--- config.mk ---
export PLATFORM = sky130hd
export DESIGN_NAME = meb_bus_pins
export DESIGN_NICKNAME = d
export VERILOG_FILES = /design/src/core/meb_pkg.sv /design/src/core/meb_dbg_if.sv /design/src/core/meb_bus_pins.sv /design/src/core/meb_dbg_wire.sv
export SDC_FILE = /design/constraint.sdc
export NUM_CORES = 1
export LEC_CHECK = 0
export BUFFER_PORTS_ARGS = -buffer_cell sky130_fd_sc_hd__buf_2
export CORE_ASPECT_RATIO = 0.8
export CORE_MARGIN = 1
export CORE_UTILIZATION = 40
export CTS_CLUSTER_DIAMETER = 60
export DETAILED_ROUTE_END_ITERATION = 10
export MAX_ROUTING_LAYER = met4
export PLACE_DENSITY_LB_ADDON = 0.08
export SLEW_MARGIN = 40
export SYNTH_ARGS = -nofsm -noshare
export SYNTH_HDL_FRONTEND = slang
export SYNTH_SLANG_ARGS = --single-unit
--- constraint.sdc ---
create_clock -name clk -period 2.9 [get_ports clk]
set_input_delay 0.29 -clock clk [delete_from_list [all_inputs] [get_ports clk]]
set_output_delay 0.29 -clock clk [all_outputs]
set_load 0.02 [all_outputs]
--- src/core/meb_pkg.sv ---
// shared constants and types for the multiplexed external bus pin block
package meb_pkg;
    // ***************************************************************
    // operating modes from the strap pins {special_n, mode_b, mode_a}
    // ***************************************************************
    typedef enum logic [2:0] {
        MEB_SPEC_SINGLE = 3'h0,
        MEB_SPEC_NARROW = 3'h1,
        MEB_SPEC_PERIPH = 3'h2,
        MEB_SPEC_WIDE   = 3'h3,
        MEB_NORM_SINGLE = 3'h4,
        MEB_NORM_NARROW = 3'h5,
        MEB_NORM_RSVD   = 3'h6,
        MEB_NORM_WIDE   = 3'h7
    } meb_mode_t;

    // ***************************************************************
    // bus cycle phases, one per system clock
    // ***************************************************************
    typedef enum logic [2:0] {
        MEB_IDLE   = 3'h0,
        MEB_ADDR   = 3'h1,
        MEB_DATA   = 3'h2,
        MEB_STRLO  = 3'h3,
        MEB_STRHI  = 3'h4,
        MEB_LAST   = 3'h5,
        MEB_SYNC1  = 3'h6,
        MEB_SYNC2  = 3'h7
    } meb_phase_t;

    localparam logic [2:0] MEB_MODE_RESET     = 3'h0;
    localparam logic [7:0] MEB_PORT_RESET     = 8'h00;
    localparam logic [1:0] MEB_STRETCH_RESET  = 2'h0;
    // debug wire bit time in nanoseconds, converted to system clocks
    localparam int         MEB_DBG_BIT_NS     = 800;
    localparam int         MEB_CLK_NS         = 50;
    localparam logic [5:0] MEB_DBG_BIT_CYC    = 6'((MEB_DBG_BIT_NS + MEB_CLK_NS - 1) / MEB_CLK_NS);
    localparam logic [5:0] MEB_DBG_SAMPLE_CYC = 6'(MEB_DBG_BIT_CYC / 6'h2);
endpackage : meb_pkg
--- src/core/meb_dbg_if.sv ---
// carrier between the top and the debug wire serialiser
`timescale 1ns/1ps
interface meb_dbg_if;
    logic       pin_in;
    logic       drive_low;
    logic       tx_go;
    logic [7:0] tx_byte;
    logic       tx_busy;
    logic       rx_valid;
    logic [7:0] rx_byte;
    modport host (input  tx_busy, rx_valid, rx_byte, drive_low,
                  output pin_in, tx_go, tx_byte);
    modport wire_end (output tx_busy, rx_valid, rx_byte, drive_low,
                      input  pin_in, tx_go, tx_byte);
endinterface : meb_dbg_if

--- src/core/meb_bus_pins.sv ---
// pin control for the multiplexed external expansion bus
// How it works
// - mode straps are sampled while reset is held; mode latched from them
// - mode pins pulled down in reset, later become queue tracking outputs
// - after reset special pin is debug wire or high instruction tag input
// - debug wire sends and receives self-timed bits, always pulled up as input
// - single-chip: ports A/B are general I/O; expanded: address and data
// - wide mode: A carries addr/data high, B carries addr/data low
// - narrow mode: A and B give address; 8-bit data shares port A only
// - narrow 16-bit transfer is two byte cycles, high byte then low
// - read/write pin is pulled-up input until its enable bit is set
// - low strobe pin is pulled-up input until its enable bit is set
// - low strobe active low, equals xnor of address bit 0 and size
// - special expanded modes: low strobe pin also low instruction tag input
// - queue tracking outputs time-multiplex the execution queue state
// - data bus enable driven low while bus clock high during an external bus access
// - stretched access: enable asserted only in last quarter of last cycle
// - data bus enable controlled by its bit, on out of reset when expanded
// - single-chip: data bus enable pin pulled up during and after reset
// - bus clock runs at half rate out of reset, may be stretched
`timescale 1ns/1ps
module meb_bus_pins
    import meb_pkg::*;
(
    input  wire logic       clk,
    input  wire logic       rst,
    // strap and mode pins
    input  wire logic       special_mode_select_pin,
    input  wire logic       mode_select_a,
    input  wire logic       mode_select_b,
    output logic            mode_select_a_out,
    output logic            mode_select_b_out,
    output logic            mode_pins_oe,
    output logic            mode_pins_pulldown,
    output logic [2:0]      op_mode,
    // software configuration bits
    input  wire logic       rw_pin_enable_bit,
    input  wire logic       low_strobe_enable_bit,
    input  wire logic       no_bus_enable_bit,
    input  wire logic       queue_track_enable,
    input  wire logic       tag_select,
    input  wire logic [1:0] stretch_cycles,
    // internal queue state, paired per bus cycle
    input  wire logic [3:0] queue_state,
    // internal bus request
    input  wire logic       req_valid,
    input  wire logic       req_write,
    input  wire logic       byte_size_access,
    input  wire logic [15:0] req_addr,
    input  wire logic [15:0] req_wdata,
    output logic            req_done,
    output logic [15:0]     req_rdata,
    // general purpose values for ports A/B in single-chip modes
    input  wire logic [15:0] gpio_out,
    input  wire logic [15:0] gpio_dir,
    output logic [15:0]     gpio_in,
    // port pins
    input  wire logic [7:0] port_a_in,
    output logic [7:0]      port_a_out,
    output logic [7:0]      port_a_oe,
    input  wire logic [7:0] port_b_in,
    output logic [7:0]      port_b_out,
    output logic [7:0]      port_b_oe,
    output logic            bus_clock_out,
    output logic            rw_out,
    output logic            rw_oe,
    output logic            rw_pullup,
    input  wire logic       low_byte_strobe_in,
    output logic            low_byte_strobe_n,
    output logic            low_strobe_oe,
    output logic            low_strobe_pullup,
    output logic            data_bus_enable_n,
    output logic            data_bus_enable_oe,
    output logic            data_bus_enable_pullup,
    // debug wire and tags
    input  wire logic       debug_wire_in,
    output logic            debug_wire_out,
    output logic            debug_wire_oe,
    output logic            debug_wire_pullup,
    input  wire logic       dbg_tx_go,
    input  wire logic [7:0] dbg_tx_byte,
    output logic            dbg_rx_valid,
    output logic [7:0]      dbg_rx_byte,
    output logic            instr_tag_high,
    output logic            instr_tag_low
);
    // ***************************************************************
    // pin synchronisers
    // ***************************************************************
    logic [2:0]  strap_s1_q, strap_s2_q;
    logic [7:0]  pa_s1_q, pa_s2_q, pb_s1_q, pb_s2_q;
    logic        lstr_s1_q, lstr_s2_q, dbg_s1_q, dbg_s2_q;

    always_ff @(posedge clk) begin
        strap_s1_q <= {special_mode_select_pin, mode_select_b, mode_select_a};
        strap_s2_q <= strap_s1_q;
        pa_s1_q    <= port_a_in;
        pa_s2_q    <= pa_s1_q;
        pb_s1_q    <= port_b_in;
        pb_s2_q    <= pb_s1_q;
        lstr_s1_q  <= low_byte_strobe_in;
        lstr_s2_q  <= lstr_s1_q;
        dbg_s1_q   <= debug_wire_in;
        dbg_s2_q   <= dbg_s1_q;
    end

    // ***************************************************************
    // mode capture while reset held
    // ***************************************************************
    meb_mode_t mode_q;
    always_ff @(posedge clk) begin
        if (rst) begin
            mode_q <= meb_mode_t'(strap_s2_q);
        end
    end

    function automatic logic is_expanded(input meb_mode_t m);
        return (m == MEB_SPEC_NARROW) || (m == MEB_SPEC_WIDE) ||
               (m == MEB_NORM_NARROW) || (m == MEB_NORM_WIDE);
    endfunction : is_expanded

    function automatic logic is_narrow(input meb_mode_t m);
        return (m == MEB_SPEC_NARROW) || (m == MEB_NORM_NARROW);
    endfunction : is_narrow

    logic exp_w, narrow_w, special_w;
    assign exp_w     = is_expanded(mode_q);
    assign narrow_w  = is_narrow(mode_q);
    assign special_w = !mode_q[2];

    // ***************************************************************
    // bus cycle sequencer: bus clock low for addr, high for data
    // ***************************************************************
    meb_phase_t phase_q;
    logic [1:0]  str_q;
    logic        second_q;
    logic        write_q, size8_q, bus_clock_out_q;
    logic [15:0] addr_q, wdata_q, rdata_q;
    logic        done_q;

    always_ff @(posedge clk) begin
        if (rst) begin
            phase_q  <= MEB_IDLE;
            str_q    <= MEB_STRETCH_RESET;
            second_q <= 1'b0;
            write_q  <= 1'b0;
            size8_q  <= 1'b0;
            addr_q   <= 16'h0000;
            wdata_q  <= 16'h0000;
            rdata_q  <= 16'h0000;
            done_q   <= 1'b0;
            bus_clock_out_q   <= 1'b0;
        end else begin
            done_q <= 1'b0;
            unique case (phase_q)
                MEB_IDLE: begin
                    bus_clock_out_q <= ~bus_clock_out_q;
                    if (bus_clock_out_q && req_valid && exp_w && !req_done) begin
                        write_q  <= req_write;
                        size8_q  <= byte_size_access;
                        addr_q   <= req_addr;
                        wdata_q  <= req_wdata;
                        second_q <= 1'b0;
                        phase_q  <= MEB_ADDR;
                    end
                end
                MEB_ADDR: begin
                    bus_clock_out_q  <= 1'b1;
                    str_q   <= stretch_cycles;
                    phase_q <= (stretch_cycles == 2'h0) ? MEB_LAST : MEB_STRLO;
                end
                MEB_STRLO: begin
                    phase_q <= MEB_STRHI;
                end
                MEB_STRHI: begin
                    str_q   <= str_q - 2'h1;
                    phase_q <= (str_q == 2'h1) ? MEB_LAST : MEB_STRLO;
                end
                MEB_LAST: begin
                    bus_clock_out_q  <= 1'b0;
                    phase_q <= MEB_DATA;
                end
                MEB_DATA: phase_q <= MEB_SYNC1;
                MEB_SYNC1: phase_q <= MEB_SYNC2;
                MEB_SYNC2: begin
                    if (narrow_w) begin
                        if (!size8_q && !second_q) begin
                            rdata_q[15:8] <= pa_s2_q;
                        end else if (!size8_q || addr_q[0]) begin
                            rdata_q[7:0] <= pa_s2_q;
                        end else begin
                            rdata_q[15:8] <= pa_s2_q;
                        end
                    end else begin
                        rdata_q <= {pa_s2_q, pb_s2_q};
                    end
                    if (!size8_q && narrow_w && !second_q) begin
                        second_q <= 1'b1;
                        addr_q   <= addr_q | 16'h0001;
                        phase_q  <= MEB_ADDR;
                    end else begin
                        done_q  <= 1'b1;
                        phase_q <= MEB_IDLE;
                    end
                end
            endcase
        end
    end

    logic bus_clock_out_hi_w;
    assign bus_clock_out_hi_w = (phase_q == MEB_STRLO) || (phase_q == MEB_STRHI) ||
                       (phase_q == MEB_LAST);

    // ***************************************************************
    // pin drive, registered so every output is a flop
    // ***************************************************************
    logic [7:0] wbyte_w;
    assign wbyte_w = (second_q || (size8_q && addr_q[0])) ? wdata_q[7:0] : wdata_q[15:8];

    always_ff @(posedge clk) begin
        if (rst) begin
            port_a_out <= MEB_PORT_RESET;
            port_a_oe  <= MEB_PORT_RESET;
            port_b_out <= MEB_PORT_RESET;
            port_b_oe  <= MEB_PORT_RESET;
        end else if (!exp_w) begin
            port_a_out <= gpio_out[15:8];
            port_a_oe  <= gpio_dir[15:8];
            port_b_out <= gpio_out[7:0];
            port_b_oe  <= gpio_dir[7:0];
        end else begin
            port_b_oe <= 8'hFF;
            if (bus_clock_out_hi_w && narrow_w) begin
                port_b_out <= addr_q[7:0];
            end else if (bus_clock_out_hi_w) begin
                port_b_out <= wdata_q[7:0];
                port_b_oe  <= {8{write_q}};
            end else begin
                port_b_out <= addr_q[7:0];
            end
            if (bus_clock_out_hi_w) begin
                port_a_out <= narrow_w ? wbyte_w : wdata_q[15:8];
                port_a_oe  <= {8{write_q}};
            end else begin
                port_a_out <= addr_q[15:8];
                port_a_oe  <= 8'hFF;
            end
        end
    end

    always_ff @(posedge clk) begin
        if (rst) begin
            bus_clock_out          <= 1'b0;
            rw_out                 <= 1'b1;
            rw_oe                  <= 1'b0;
            low_byte_strobe_n      <= 1'b1;
            low_strobe_oe          <= 1'b0;
            data_bus_enable_n      <= 1'b1;
            data_bus_enable_oe     <= 1'b0;
            req_done               <= 1'b0;
            req_rdata              <= 16'h0000;
            gpio_in                <= 16'h0000;
        end else begin
            bus_clock_out      <= (phase_q == MEB_IDLE) ? bus_clock_out_q : bus_clock_out_hi_w;
            rw_out             <= !(phase_q != MEB_IDLE && write_q);
            rw_oe              <= rw_pin_enable_bit;
            low_byte_strobe_n  <= ~(addr_q[0] ~^ size8_q);
            low_strobe_oe      <= low_strobe_enable_bit && !(special_w && exp_w && tag_select);
            // stretched: only the final high phase asserts the enable
            data_bus_enable_n  <= !(phase_q == MEB_LAST);
            data_bus_enable_oe <= exp_w && !no_bus_enable_bit;
            req_done           <= done_q;
            req_rdata          <= rdata_q;
            gpio_in            <= {pa_s2_q, pb_s2_q};
        end
    end

    // pullups: straps pulled down in reset, other inputs held high
    always_ff @(posedge clk) begin
        if (rst) begin
            mode_pins_pulldown     <= 1'b1;
            rw_pullup              <= 1'b1;
            low_strobe_pullup      <= 1'b1;
            data_bus_enable_pullup <= 1'b1;
            op_mode                <= MEB_MODE_RESET;
        end else begin
            mode_pins_pulldown     <= 1'b0;
            rw_pullup              <= !rw_pin_enable_bit;
            low_strobe_pullup      <= !low_strobe_enable_bit || (special_w && exp_w && tag_select);
            data_bus_enable_pullup <= !exp_w;
            op_mode                <= mode_q;
        end
    end

    // ***************************************************************
    // queue tracking: two nibble halves alternate per bus clock half
    // ***************************************************************
    always_ff @(posedge clk) begin
        if (rst) begin
            mode_select_a_out <= 1'b0;
            mode_select_b_out <= 1'b0;
            mode_pins_oe      <= 1'b0;
        end else begin
            mode_pins_oe <= queue_track_enable;
            if (bus_clock_out) begin
                mode_select_a_out <= queue_state[0];
                mode_select_b_out <= queue_state[1];
            end else begin
                mode_select_a_out <= queue_state[2];
                mode_select_b_out <= queue_state[3];
            end
        end
    end

    // ***************************************************************
    // debug wire and instruction tags
    // ***************************************************************
    meb_dbg_if dbg_c ();
    assign dbg_c.pin_in  = dbg_s2_q;
    assign dbg_c.tx_go   = dbg_tx_go && !tag_select;
    assign dbg_c.tx_byte = dbg_tx_byte;

    meb_dbg_wire u_dbg (
        .clk (clk),
        .rst (rst),
        .dbg (dbg_c.wire_end)
    );

    always_ff @(posedge clk) begin
        if (rst) begin
            debug_wire_out <= 1'b1;
            debug_wire_oe  <= 1'b0;
            debug_wire_pullup <= 1'b1;
            dbg_rx_valid   <= 1'b0;
            dbg_rx_byte    <= 8'h00;
            instr_tag_high <= 1'b0;
            instr_tag_low  <= 1'b0;
        end else begin
            debug_wire_out <= 1'b0;
            debug_wire_oe  <= dbg_c.drive_low;
            debug_wire_pullup <= !dbg_c.drive_low;
            dbg_rx_valid   <= dbg_c.rx_valid && !tag_select;
            dbg_rx_byte    <= dbg_c.rx_byte;
            instr_tag_high <= tag_select && !dbg_s2_q;
            instr_tag_low  <= tag_select && special_w && exp_w && !lstr_s2_q;
        end
    end
endmodule : meb_bus_pins

--- src/core/meb_dbg_wire.sv ---
// self-timed single wire debug serialiser, lsb first, low pulse width codes the bit
`timescale 1ns/1ps
module meb_dbg_wire
    import meb_pkg::*;
(
    input  wire logic clk,
    input  wire logic rst,
    meb_dbg_if.wire_end dbg
);
    logic [5:0] tx_cnt_q;
    logic [3:0] tx_bit_q;
    logic [7:0] tx_sh_q;
    logic [5:0] rx_cnt_q;
    logic [3:0] rx_bit_q;
    logic [7:0] rx_sh_q;
    logic       rx_prev_q;
    logic       rx_valid_q;

    // ***************************************************************
    // transmit: a 0 holds the wire low all but the last clock of a bit, a 1 only the first half bit
    // ***************************************************************
    always_ff @(posedge clk) begin
        if (rst) begin
            tx_cnt_q <= 6'h00;
            tx_bit_q <= 4'h0;
            tx_sh_q  <= 8'h00;
        end else if (tx_bit_q == 4'h0) begin
            if (dbg.tx_go) begin
                tx_sh_q  <= dbg.tx_byte;
                tx_bit_q <= 4'h8;
                tx_cnt_q <= MEB_DBG_BIT_CYC;
            end
        end else if (tx_cnt_q == 6'h01) begin
            tx_sh_q  <= {1'b0, tx_sh_q[7:1]};
            tx_bit_q <= tx_bit_q - 4'h1;
            tx_cnt_q <= MEB_DBG_BIT_CYC;
        end else begin
            tx_cnt_q <= tx_cnt_q - 6'h01;
        end
    end
    assign dbg.tx_busy   = (tx_bit_q != 4'h0);
    assign dbg.drive_low = dbg.tx_busy && ((tx_cnt_q > MEB_DBG_SAMPLE_CYC) ||
                           (!tx_sh_q[0] && tx_cnt_q > 6'h01));

    // ***************************************************************
    // receive: falling edge starts a bit, level at mid bit is the value
    // ***************************************************************
    always_ff @(posedge clk) begin
        if (rst) begin
            rx_prev_q  <= 1'b1;
            rx_cnt_q   <= 6'h00;
            rx_bit_q   <= 4'h0;
            rx_sh_q    <= 8'h00;
            rx_valid_q <= 1'b0;
        end else begin
            rx_prev_q  <= dbg.pin_in;
            rx_valid_q <= 1'b0;
            if (rx_cnt_q == 6'h00) begin
                if (rx_prev_q && !dbg.pin_in && !dbg.tx_busy) begin
                    rx_cnt_q <= MEB_DBG_SAMPLE_CYC;
                end
            end else if (rx_cnt_q == 6'h01) begin
                rx_cnt_q <= 6'h00;
                rx_sh_q  <= {dbg.pin_in, rx_sh_q[7:1]};
                if (rx_bit_q == 4'h7) begin
                    rx_bit_q   <= 4'h0;
                    rx_valid_q <= 1'b1;
                end else begin
                    rx_bit_q <= rx_bit_q + 4'h1;
                end
            end else begin
                rx_cnt_q <= rx_cnt_q - 6'h01;
            end
        end
    end
    assign dbg.rx_valid = rx_valid_q;
    assign dbg.rx_byte  = rx_sh_q;
endmodule : meb_dbg_wire

* Word level (Yosys, flattened, before mapping)
Cells that the tools add are included.
Word-level totals: latch bits 0, memory bits (writable) 0, bits of input ports 110, bits in registers 236, bits in read-only memories 0, word-level logic and storage cells 211, memories kept 0
Cells by class: divide/modulo/power cells 0, bitwise operators 6, multiplexer cells 48, shift-type cells 0, eq/ne operators 22, magnitude comparators 2, add/subtract/negate cells 5, reduce and logical (&&, ||, !) cells 69, multiply operators 0
Operators by type and width (count):
- 2-to-1 mux 8 bit | 18
- 2-to-1 mux 6 bit | 6
- 2-to-1 mux 16 bit | 2
- one-hot mux 16 bit (2 select lines) | 1
- one-hot mux 3 bit (8 select lines) | 1
- logical AND 1 bit | 23
- == test 3 bit (second input constant) | 6
- zero test 1 bit | 17
- 2-to-1 mux 4 bit | 4
- == test 6 x 1 -> 1 bit (second input constant) | 2
- subtractor 6 x 1 -> 6 bit (second input constant) | 2
- logical OR 1 bit | 10
- 2-to-1 mux 1 bit | 10
- != test 2 bit (second input constant) | 5
- == test 3 x 2 -> 1 bit (second input constant) | 3
- 2-to-1 mux 3 bit | 3
- AND reduction 3 bit | 3
- AND reduction 2 bit | 4
- == test 3 x 1 -> 1 bit (second input constant) | 2
- > comparator 6 x 1 -> 1 bit (second input constant) | 1
- > comparator 6 x 4 -> 1 bit (second input constant) | 1
- zero test 6 bit | 1
- nonzero test 2 bit | 3
- nonzero test 3 bit | 2
- other kinds (18) | 22

* Logic depth before layout (Yosys ltp)
Gate-level depths: netlist of the first run.
word-level depth 8, mapped depth 7, gate-level depth less buffers 6

* Cells and area by module
A second synthesis of the first run with hierarchy kept.
Second synthesis, totals: cells, all modules 795, area total of the unflattened synthesis 7980.2 um^2
By module, submodules not included:
- meb_bus_pins | cells an instance 594, instances 1, area each 6296.0 um^2, sequential area each 3993.8 um^2
- meb_dbg_wire | cells an instance 201, instances 1, area each 1684.1 um^2, sequential area each 760.7 um^2

* Worst setup path after synthesis of the first run
Ideal clock, no wire load.
path type register -> register, from register addr_q[0], to register rdata_q[10], arrival time 1477 ps, slack 1307 ps, data required time 2783 ps, setup time 117 ps, buffers on the path 0, cell stages (with the launch flop) 7, cell sequence dfxtp_1 -> inv_1 -> ha_1 -> o21bai_1 -> o21bai_1 -> nor2_2 -> o22a_1
Between the ends: word-level cells in the longest chain between the ends 3
Ends and longest elaborated chain:
- start: declaration | RTL line meb_bus_pins.sv:138 | logic [15:0] addr_q, wdata_q, rdata_q;
- start signal: assignment | RTL line meb_bus_pins.sv:161 | addr_q <= req_addr;
- start signal: assignment | RTL line meb_bus_pins.sv:199 | addr_q <= addr_q | 16'h0001;
- logical OR 1 bit | RTL line meb_bus_pins.sv:189 | end else if (!size8_q || addr_q[0]) begin
- != test 3 bit (no source line)
- AND reduction 2 bit (no source line)
- end signal: assignment | RTL line meb_bus_pins.sv:188 | rdata_q[15:8] <= pa_s2_q;
- end signal: assignment | RTL line meb_bus_pins.sv:192 | rdata_q[15:8] <= pa_s2_q;
- end signal: assignment | RTL line meb_bus_pins.sv:195 | rdata_q <= {pa_s2_q, pb_s2_q};
- end: declaration | RTL line meb_bus_pins.sv:138
Every way passes these cells. A chain may end at the register's enable or synchronous reset.

* Worst setup path after layout of the first run
from register mode_q[0], to register port_a_out[5]
Between the ends: word-level cells in the longest chain between the ends 5, elaborated cells between the ends (all ways) 11, those cells by class eq/ne: 4; mux: 3; reduce/logical: 4
Ends and longest elaborated chain:
- start: declaration | RTL line meb_bus_pins.sv:110 | meb_mode_t mode_q;
- start signal: assignment | RTL line meb_bus_pins.sv:113 | mode_q <= meb_mode_t'(strap_s2_q);
- == test 3 x 1 -> 1 bit (tied with other cells) | RTL line meb_bus_pins.sv:118, meb_bus_pins.sv:123
- logical OR 1 bit (on tied branches) | RTL line meb_bus_pins.sv:123, meb_bus_pins.sv:118
- 2-to-1 mux 8 bit or logical OR 1 bit (tied branches) | RTL line meb_bus_pins.sv:242, meb_bus_pins.sv:118
- 2-to-1 mux 8 bit or logical OR 1 bit (tied branches) | RTL line meb_bus_pins.sv:241, meb_bus_pins.sv:119
- 2-to-1 mux 8 bit (*) | RTL line meb_bus_pins.sv:226 | end else if (!exp_w) begin
- end signal: assignment | RTL line meb_bus_pins.sv:227 | port_a_out <= gpio_out[15:8];
- end signal: assignment | RTL line meb_bus_pins.sv:242 | port_a_out <= narrow_w ? wbyte_w : wdata_q[15:8];
- end signal: assignment | RTL line meb_bus_pins.sv:245 | port_a_out <= addr_q[15:8];
- end: declaration | RTL line meb_bus_pins.sv:59 | output logic [7:0] port_a_out,
Every way passes the cells marked *; elsewhere a longest branch is shown, timed or not.

==> results of run 1 <==
==> cell type report <==
cell class | instances | share of cell area (%)
Tap cell | 258 | 3.04
Clock buffer | 36 | 6.74
Sequential cell | 236 | 44.8
Inverter | 17 | 0.601
Timing Repair Buffer | 280 | 16.5
Multi-Input combinational cell | 503 | 27.8
Clock inverter | 8 | 0.566
==> critical path: stages, from the launching register on <==
cell      delay [ps]
edfxtp_1         420
buf_4            320
nor2b_1          430
o21ai_1          360
a211oi_1         340
o32ai_1          120
==> metal layers <==
layer	vias up	GRT usage (%)	wire, um
li1	3265	-	-
met1	2942	25.5	9060
met2	153	29.9	8730
met3	25	3.64	976
met4	0	4.54	326
met5	-	-	0
==> synthesized netlist by cell type, drive strengths merged (10+ instances only) <==
| master | n |
|---|---|
| nor3b | 11 |
| o21ai | 19 |
| clkbuf | 30 |
| dfxtp | 233 |
| nand2b | 10 |
| a21oi | 71 |
| buf | 19 |
| nand3 | 16 |
| nor2 | 52 |
| nor2b | 50 |
| a21o | 16 |
| mux2i | 10 |
| inv | 17 |
| nand2 | 121 |
| nor3 | 14 |
| a211oi | 16 |
| ha | 10 |
==> logic make-up (layout without fill, tap and decap cells) <==
logic type	count (synthesis)	in the layout	synth area share, %
buffers and inverters	66	341	3.64
DFF	236	236	59.6
xor gates and xnor gates	6	6	0.658
AOI/OAI and AO/OA	174	174	14.4
and+or+nand+nor	303	303	18.9
muxes	10	10	1.25
adders and majority gates	10	10	1.57
==> timing repair <==
| action | CTS | global route |
|---|---|---|
| hold buffers | 61 | 1 |
| hold endpoints to repair | 63 | 1 |
| setup endpoints to repair | 0 | 0 |
| buffers inserted | 0 | 0 |
==> path summary, 6_finish.rpt <==
kind | endpoint | slack [ps]
setup / recovery | port_a_out[5]$_SDFF_PP0_ | 780
hold / removal | wdata_q[6]$_SDFFE_PP0P_ | 20
setup reg to reg | port_a_out[5]$_SDFF_PP0_ | 780
hold reg to reg | pa_s2_q[3]$_DFF_P_ | 330
==> power groups by stage <==
stage	logic [W]	registers [W]	clock network, W
floorplan	0.00132	0.00400	0
global placement	0.00189	0.00395	0
detailed placement	0.00189	0.00395	0
CTS	0.00197	0.00389	0.00305
global route	0.00218	0.00394	0.00322
finish	0.00195	0.00389	0.00297
==> sequential cells by signal (all words and copies together), names as in the netlist, 16 cells and up <==
signal     flops
addr_q        16
gpio_in       16
rdata_q       16
req_rdata     16
wdata_q       16
==> through the flow <==
step           area [um^2]  worst slack [ps]  instances
6_report             10600               785       1338
3_3_place_gp          9210               832       1232
4_1_cts              10600               736       1337
5_1_grt              10600               558       1338
2_1_floorplan         7980              1310        805
3_5_place_dp          9220               753       1232
==> flow_summary.json, run 1 <==
{
  "syn_nets": 925,
  "grt_max_degree": 58,
  "cp-end-kind": "flip-flop",
  "min_from": "req_wdata[6]",
  "area_delta_synth_final_pct": 33.0,
  "drc": 0,
  "powerDensity_mw_per_mm2": 829,
  "insertion_delay_ps": 520,
  "antenna_found_initial": 0,
  "cts_resized": 0,
  "ir_worst_vdd_mv": 0.520,
  "initial_core_util_pct": 41.4,
  "hold_slack_ps": 20.8,
  "dpl.hpwl_mm": 12.2,
  "fmax_mhz": 473,
  "outcome": "finished, final reports clean",
  "clockPowerShare_pct": 33.7,
  "skew_ps": 19.7,
  "power.share.sequential_pct": 44.2,
  "wl_per_cell_um": 14.3,
  "drv_cap": 0,
  "synth_cells": 805,
  "switchingPower_w": 0.00267,
  "ys_seq_area_share_pct": 59.6,
  "total_power_w": 0.00881,
  "synth.avg_cell_area_um2": 9.91,
  "combPwrFrac_pct": 22.1,
  "r2r_cells": 5,
  "hold_depth": 3,
  "synthTopCellsByArea": "dfxtp_1, nand2_1, a21oi_1, nor2b_1, nor2_1",
  "die_h_um": 128,
  "crit_required_ps": 3280,
  "first_iter_violations": 381,
  "cts_tree": "built",
  "layout-drive-gt1-share_pct": 25.0,
  "final_common_cell": "dfxtp_1",
  "cts_inserted_buffers": 24,
  "hold_viol": 0,
  "worstMarginPinSlew_ps": 721,
  "design.die.area_mm2": 0.0205,
  "grt_pass1_wl_mm": 30.7,
  "grt_pass1_vias": 5894,
  "grtUsageTotal_pct": 19.1,
  "startpoint": "mode_q[0]$_DFFE_PP_",
  "critPathMaxFanout": 26,
  "synth-async-reset-ratio_pct": 0,
  "cts_max_level": 1,
  "fill_cells": 1834,
  "synthesis.area_mm2": 0.00798,
  "clkTransAtPathRegs_ps": 70,
  "crit_type": "reg2reg",
  "synth_area_leader_cell": "dfxtp_1",
  "postRouteAntennaNets": 0,
  "max_slew_margin_pct": 51.9,
  "utilization_pct": 55.1,
  "viasPerCell": 4.77,
  "reg2reg_from": "mode_q[0]$_DFFE_PP_",
  "setup_viol": 0,
  "p_sw_share_pct": 30.3,
  "netlist.area_leader.share_pct": 58.4,
  "pin_count": 206,
  "maxSlewViolCount": 0,
  "synth_seq_cells": 236,
  "diodes": 0,
  "drt_first_pass_iters": 4,
  "die_width_um": 160,
  "clockBufferDepth": 3,
  "synth_edf_count": 3,
  "p_leak_nw": 4.52,
  "ys_warn_count": 0,
  "register_area_mm2": 0.00475,
  "crit_arrival_ps": 2500,
  "nets": 1182,
  "min_period_ps": 2120,
  "final_cell_mix": "dfxtp_1, buf_2, nand2_1, a21oi_1, dlygate4sd3_1",
  "final.setup.tns_ps": 0,
  "gr-total-overflow": 0,
  "multi_input_area_mm2": 0.00295,
  "synth-main-ff-cell": "dfxtp_1",
  "clockRootBuffer": "clkbuf_16",
  "min_path_type": "in2reg",
  "synthDistinctLibCells": 59,
  "core_mm2": 0.0193,
  "port_buffers": 205,
  "routed_wl_mm": 19.1,
  "gp_congestion": 0.794,
  "clkSinkCount": 236,
  "rows": 45,
  "internal_power_w": 0.00614,
  "period_share_pct": 72.9,
  "vias": 6385,
  "rsz0062_at_grt": "false",
  "cp-start-kind": "flip-flop"
}
No activity file was read; power rests on OpenSTA's default activity.
==> run 2, diff against run 1 <==
clock period = 1.8 ns   (was 2.9 ns; I/O delays follow)
==> run 2 against run 1 <==
Against the previous run: combinational power grew 82%; final area increased by 5.8%; clock power rose by 71%; global-route usage up 0.68 points; critical path type unchanged; highest routed layer unchanged.
==> flow_summary.json, run 2 (synthesized netlist as in run 1, its figures left out) <==
{
  "design.die.area_mm2": 0.0205,
  "clockRootBuffer": "clkbuf_16",
  "period_share_pct": 92.7,
  "hold_slack_ps": 30.6,
  "dp_cells": 1257,
  "final.setup.tns_ps": 0,
  "nets": 1241,
  "ir_worst_vdd_mv": 0.635,
  "cp_cell_sequence": "ha_1 -> nor2_1 -> nor3b_1 -> a211oi_1 -> o32ai_1",
  "grt_max_degree": 74,
  "startpoint": "size8_q$_SDFFE_PP0P_",
  "gp_congestion": 0.754,
  "drt_first_pass_iters": 4,
  "insertion_delay_ps": 510,
  "p_leak_nw": 4.82,
  "final_cell_mix": "dfxtp_1, buf_2, nand2_1, dlygate4sd3_1, a21oi_1",
  "postRouteAntennaNets": 0,
  "internal_power_w": 0.0105,
  "worstMarginPinSlew_ps": 705,
  "postCtsSetupRepairBufs": 0,
  "combPwrFrac_pct": 24.0,
  "crit_arrival_ps": 2050,
  "viasPerCell": 4.70,
  "dpl.hpwl_mm": 12.6,
  "outcome": "finished, final reports clean",
  "critPathMaxFanout": 8,
  "routed_wl_mm": 19.8,
  "cts_max_level": 1,
  "setup_viol": 0,
  "clkSinkCount": 236,
  "drv_cap": 0,
  "skew_ps": 11.0,
  "antenna_found_initial": 0,
  "clockBufferDepth": 3,
  "initial_core_util_pct": 41.4,
  "cp-start-kind": "flip-flop",
  "maxSlewViolCount": 0,
  "grt_pass1_vias": 6283,
  "fmax_mhz": 599,
  "rsz0062_at_grt": "false",
  "core_mm2": 0.0193,
  "final_common_cell": "dfxtp_1",
  "rows": 45,
  "pin_count": 206,
  "first_iter_violations": 282,
  "diodes": 0,
  "power.share.sequential_pct": 41.7,
  "drc": 0,
  "cts_tree": "built",
  "cp-end-kind": "flip-flop",
  "crit_required_ps": 2180,
  "worst-path-buf-inv": 0,
  "port_buffers": 205,
  "min_from": "dbg_tx_byte[6]",
  "gr-total-overflow": 0,
  "p_sw_share_pct": 29.3,
  "crit_type": "reg2reg",
  "final_cells": 1396,
  "vias": 6566,
  "cts_inserted_buffers": 23,
  "reg2reg_from": "size8_q$_SDFFE_PP0P_",
  "clkTransAtPathRegs_ps": 70,
  "die_h_um": 128,
  "powerDensity_mw_per_mm2": 1320,
  "grtUsageTotal_pct": 19.8,
  "grt_pass1_wl_mm": 32.0,
  "hold_viol": 0,
  "wl_per_cell_um": 14.2,
  "die_width_um": 160,
  "critical_path.max_stage_delay_ps": 450,
  "area_delta_synth_final_pct": 40.7,
  "path_delay_family": "simple AND/OR/NAND/NOR gates",
  "cp_slowest_cell": "nor2_1",
  "max_slew_margin_pct": 53.0,
  "min_path_type": "in2reg",
  "layout-drive-gt1-share_pct": 25.7,
  "clockPowerShare_pct": 34.3,
  "min_period_ps": 1670,
  "switchingPower_w": 0.00434
}
## run 2: area by class of cell
cell class	instances	area [um^2]
clock buffers	34	687
clock inverters	8	124
fillers	1742	8020
inverters	17	63.8
multi-input cells	503	2950
flip-flops and latches	236	4750
well taps	258	323
repair buffers	340	2330
## run 2: what timing repair did
item	in CTS	in global routing
hold endpoints to repair	97	0
endpoints found under the setup margin	0	7
resized for setup	0	2
hold buffers	97	0
## run 2: stage by stage
step	setup WS [ps]	power (W)	cell area, um^2	utilization [%]
after global routing	0.886	0.0157	11200	58.3
after floorplan	207	0.00858	7980	-
after CTS	118	0.0149	11200	58.3
after detailed placement	127	0.00964	9450	49.1
after global placement	144	0.00963	9450	49.1
final	131	0.0148	11200	58.3
## run 2: power groups by stage
stage | clock, W | combinational (W) | sequential (W)
3_3_place_gp | 0 | 0.00335 | 0.00628
4_1_cts | 0.00521 | 0.00355 | 0.00617
3_5_place_dp | 0 | 0.00336 | 0.00628
6_report | 0.00507 | 0.00355 | 0.00617
5_1_grt | 0.00546 | 0.00396 | 0.00625
2_1_floorplan | 0 | 0.00213 | 0.00644
## run 2: routing by layer
layer	wire length, um	global-route usage (%)
met3	977	3.48
met1	9560	26.7
met5	0	-
met2	8920	31.0
met4	370	4.48
## run 2: worst paths after layout
| check | cells past startpoint | slack, ps | to |
|---|---|---|---|
| setup / recovery | 5 | 130 | port_a_out[3]$_SDFF_PP0_ |
| hold / removal | 4 | 30 | u_dbg.tx_sh_q[6]$_SDFFE_PP0P_ |
| setup reg to reg | 5 | 130 | port_a_out[3]$_SDFF_PP0_ |
| hold reg to reg | 0 | 320 | pb_s2_q[5]$_DFF_P_ |
## run 2: worst reg2reg max path: stages (launching register included)
cell and delay (ps):
dfxtp_1 360, ha_1 240, nor2_1 450, nor3b_1 120, a211oi_1 250, o32ai_1 120
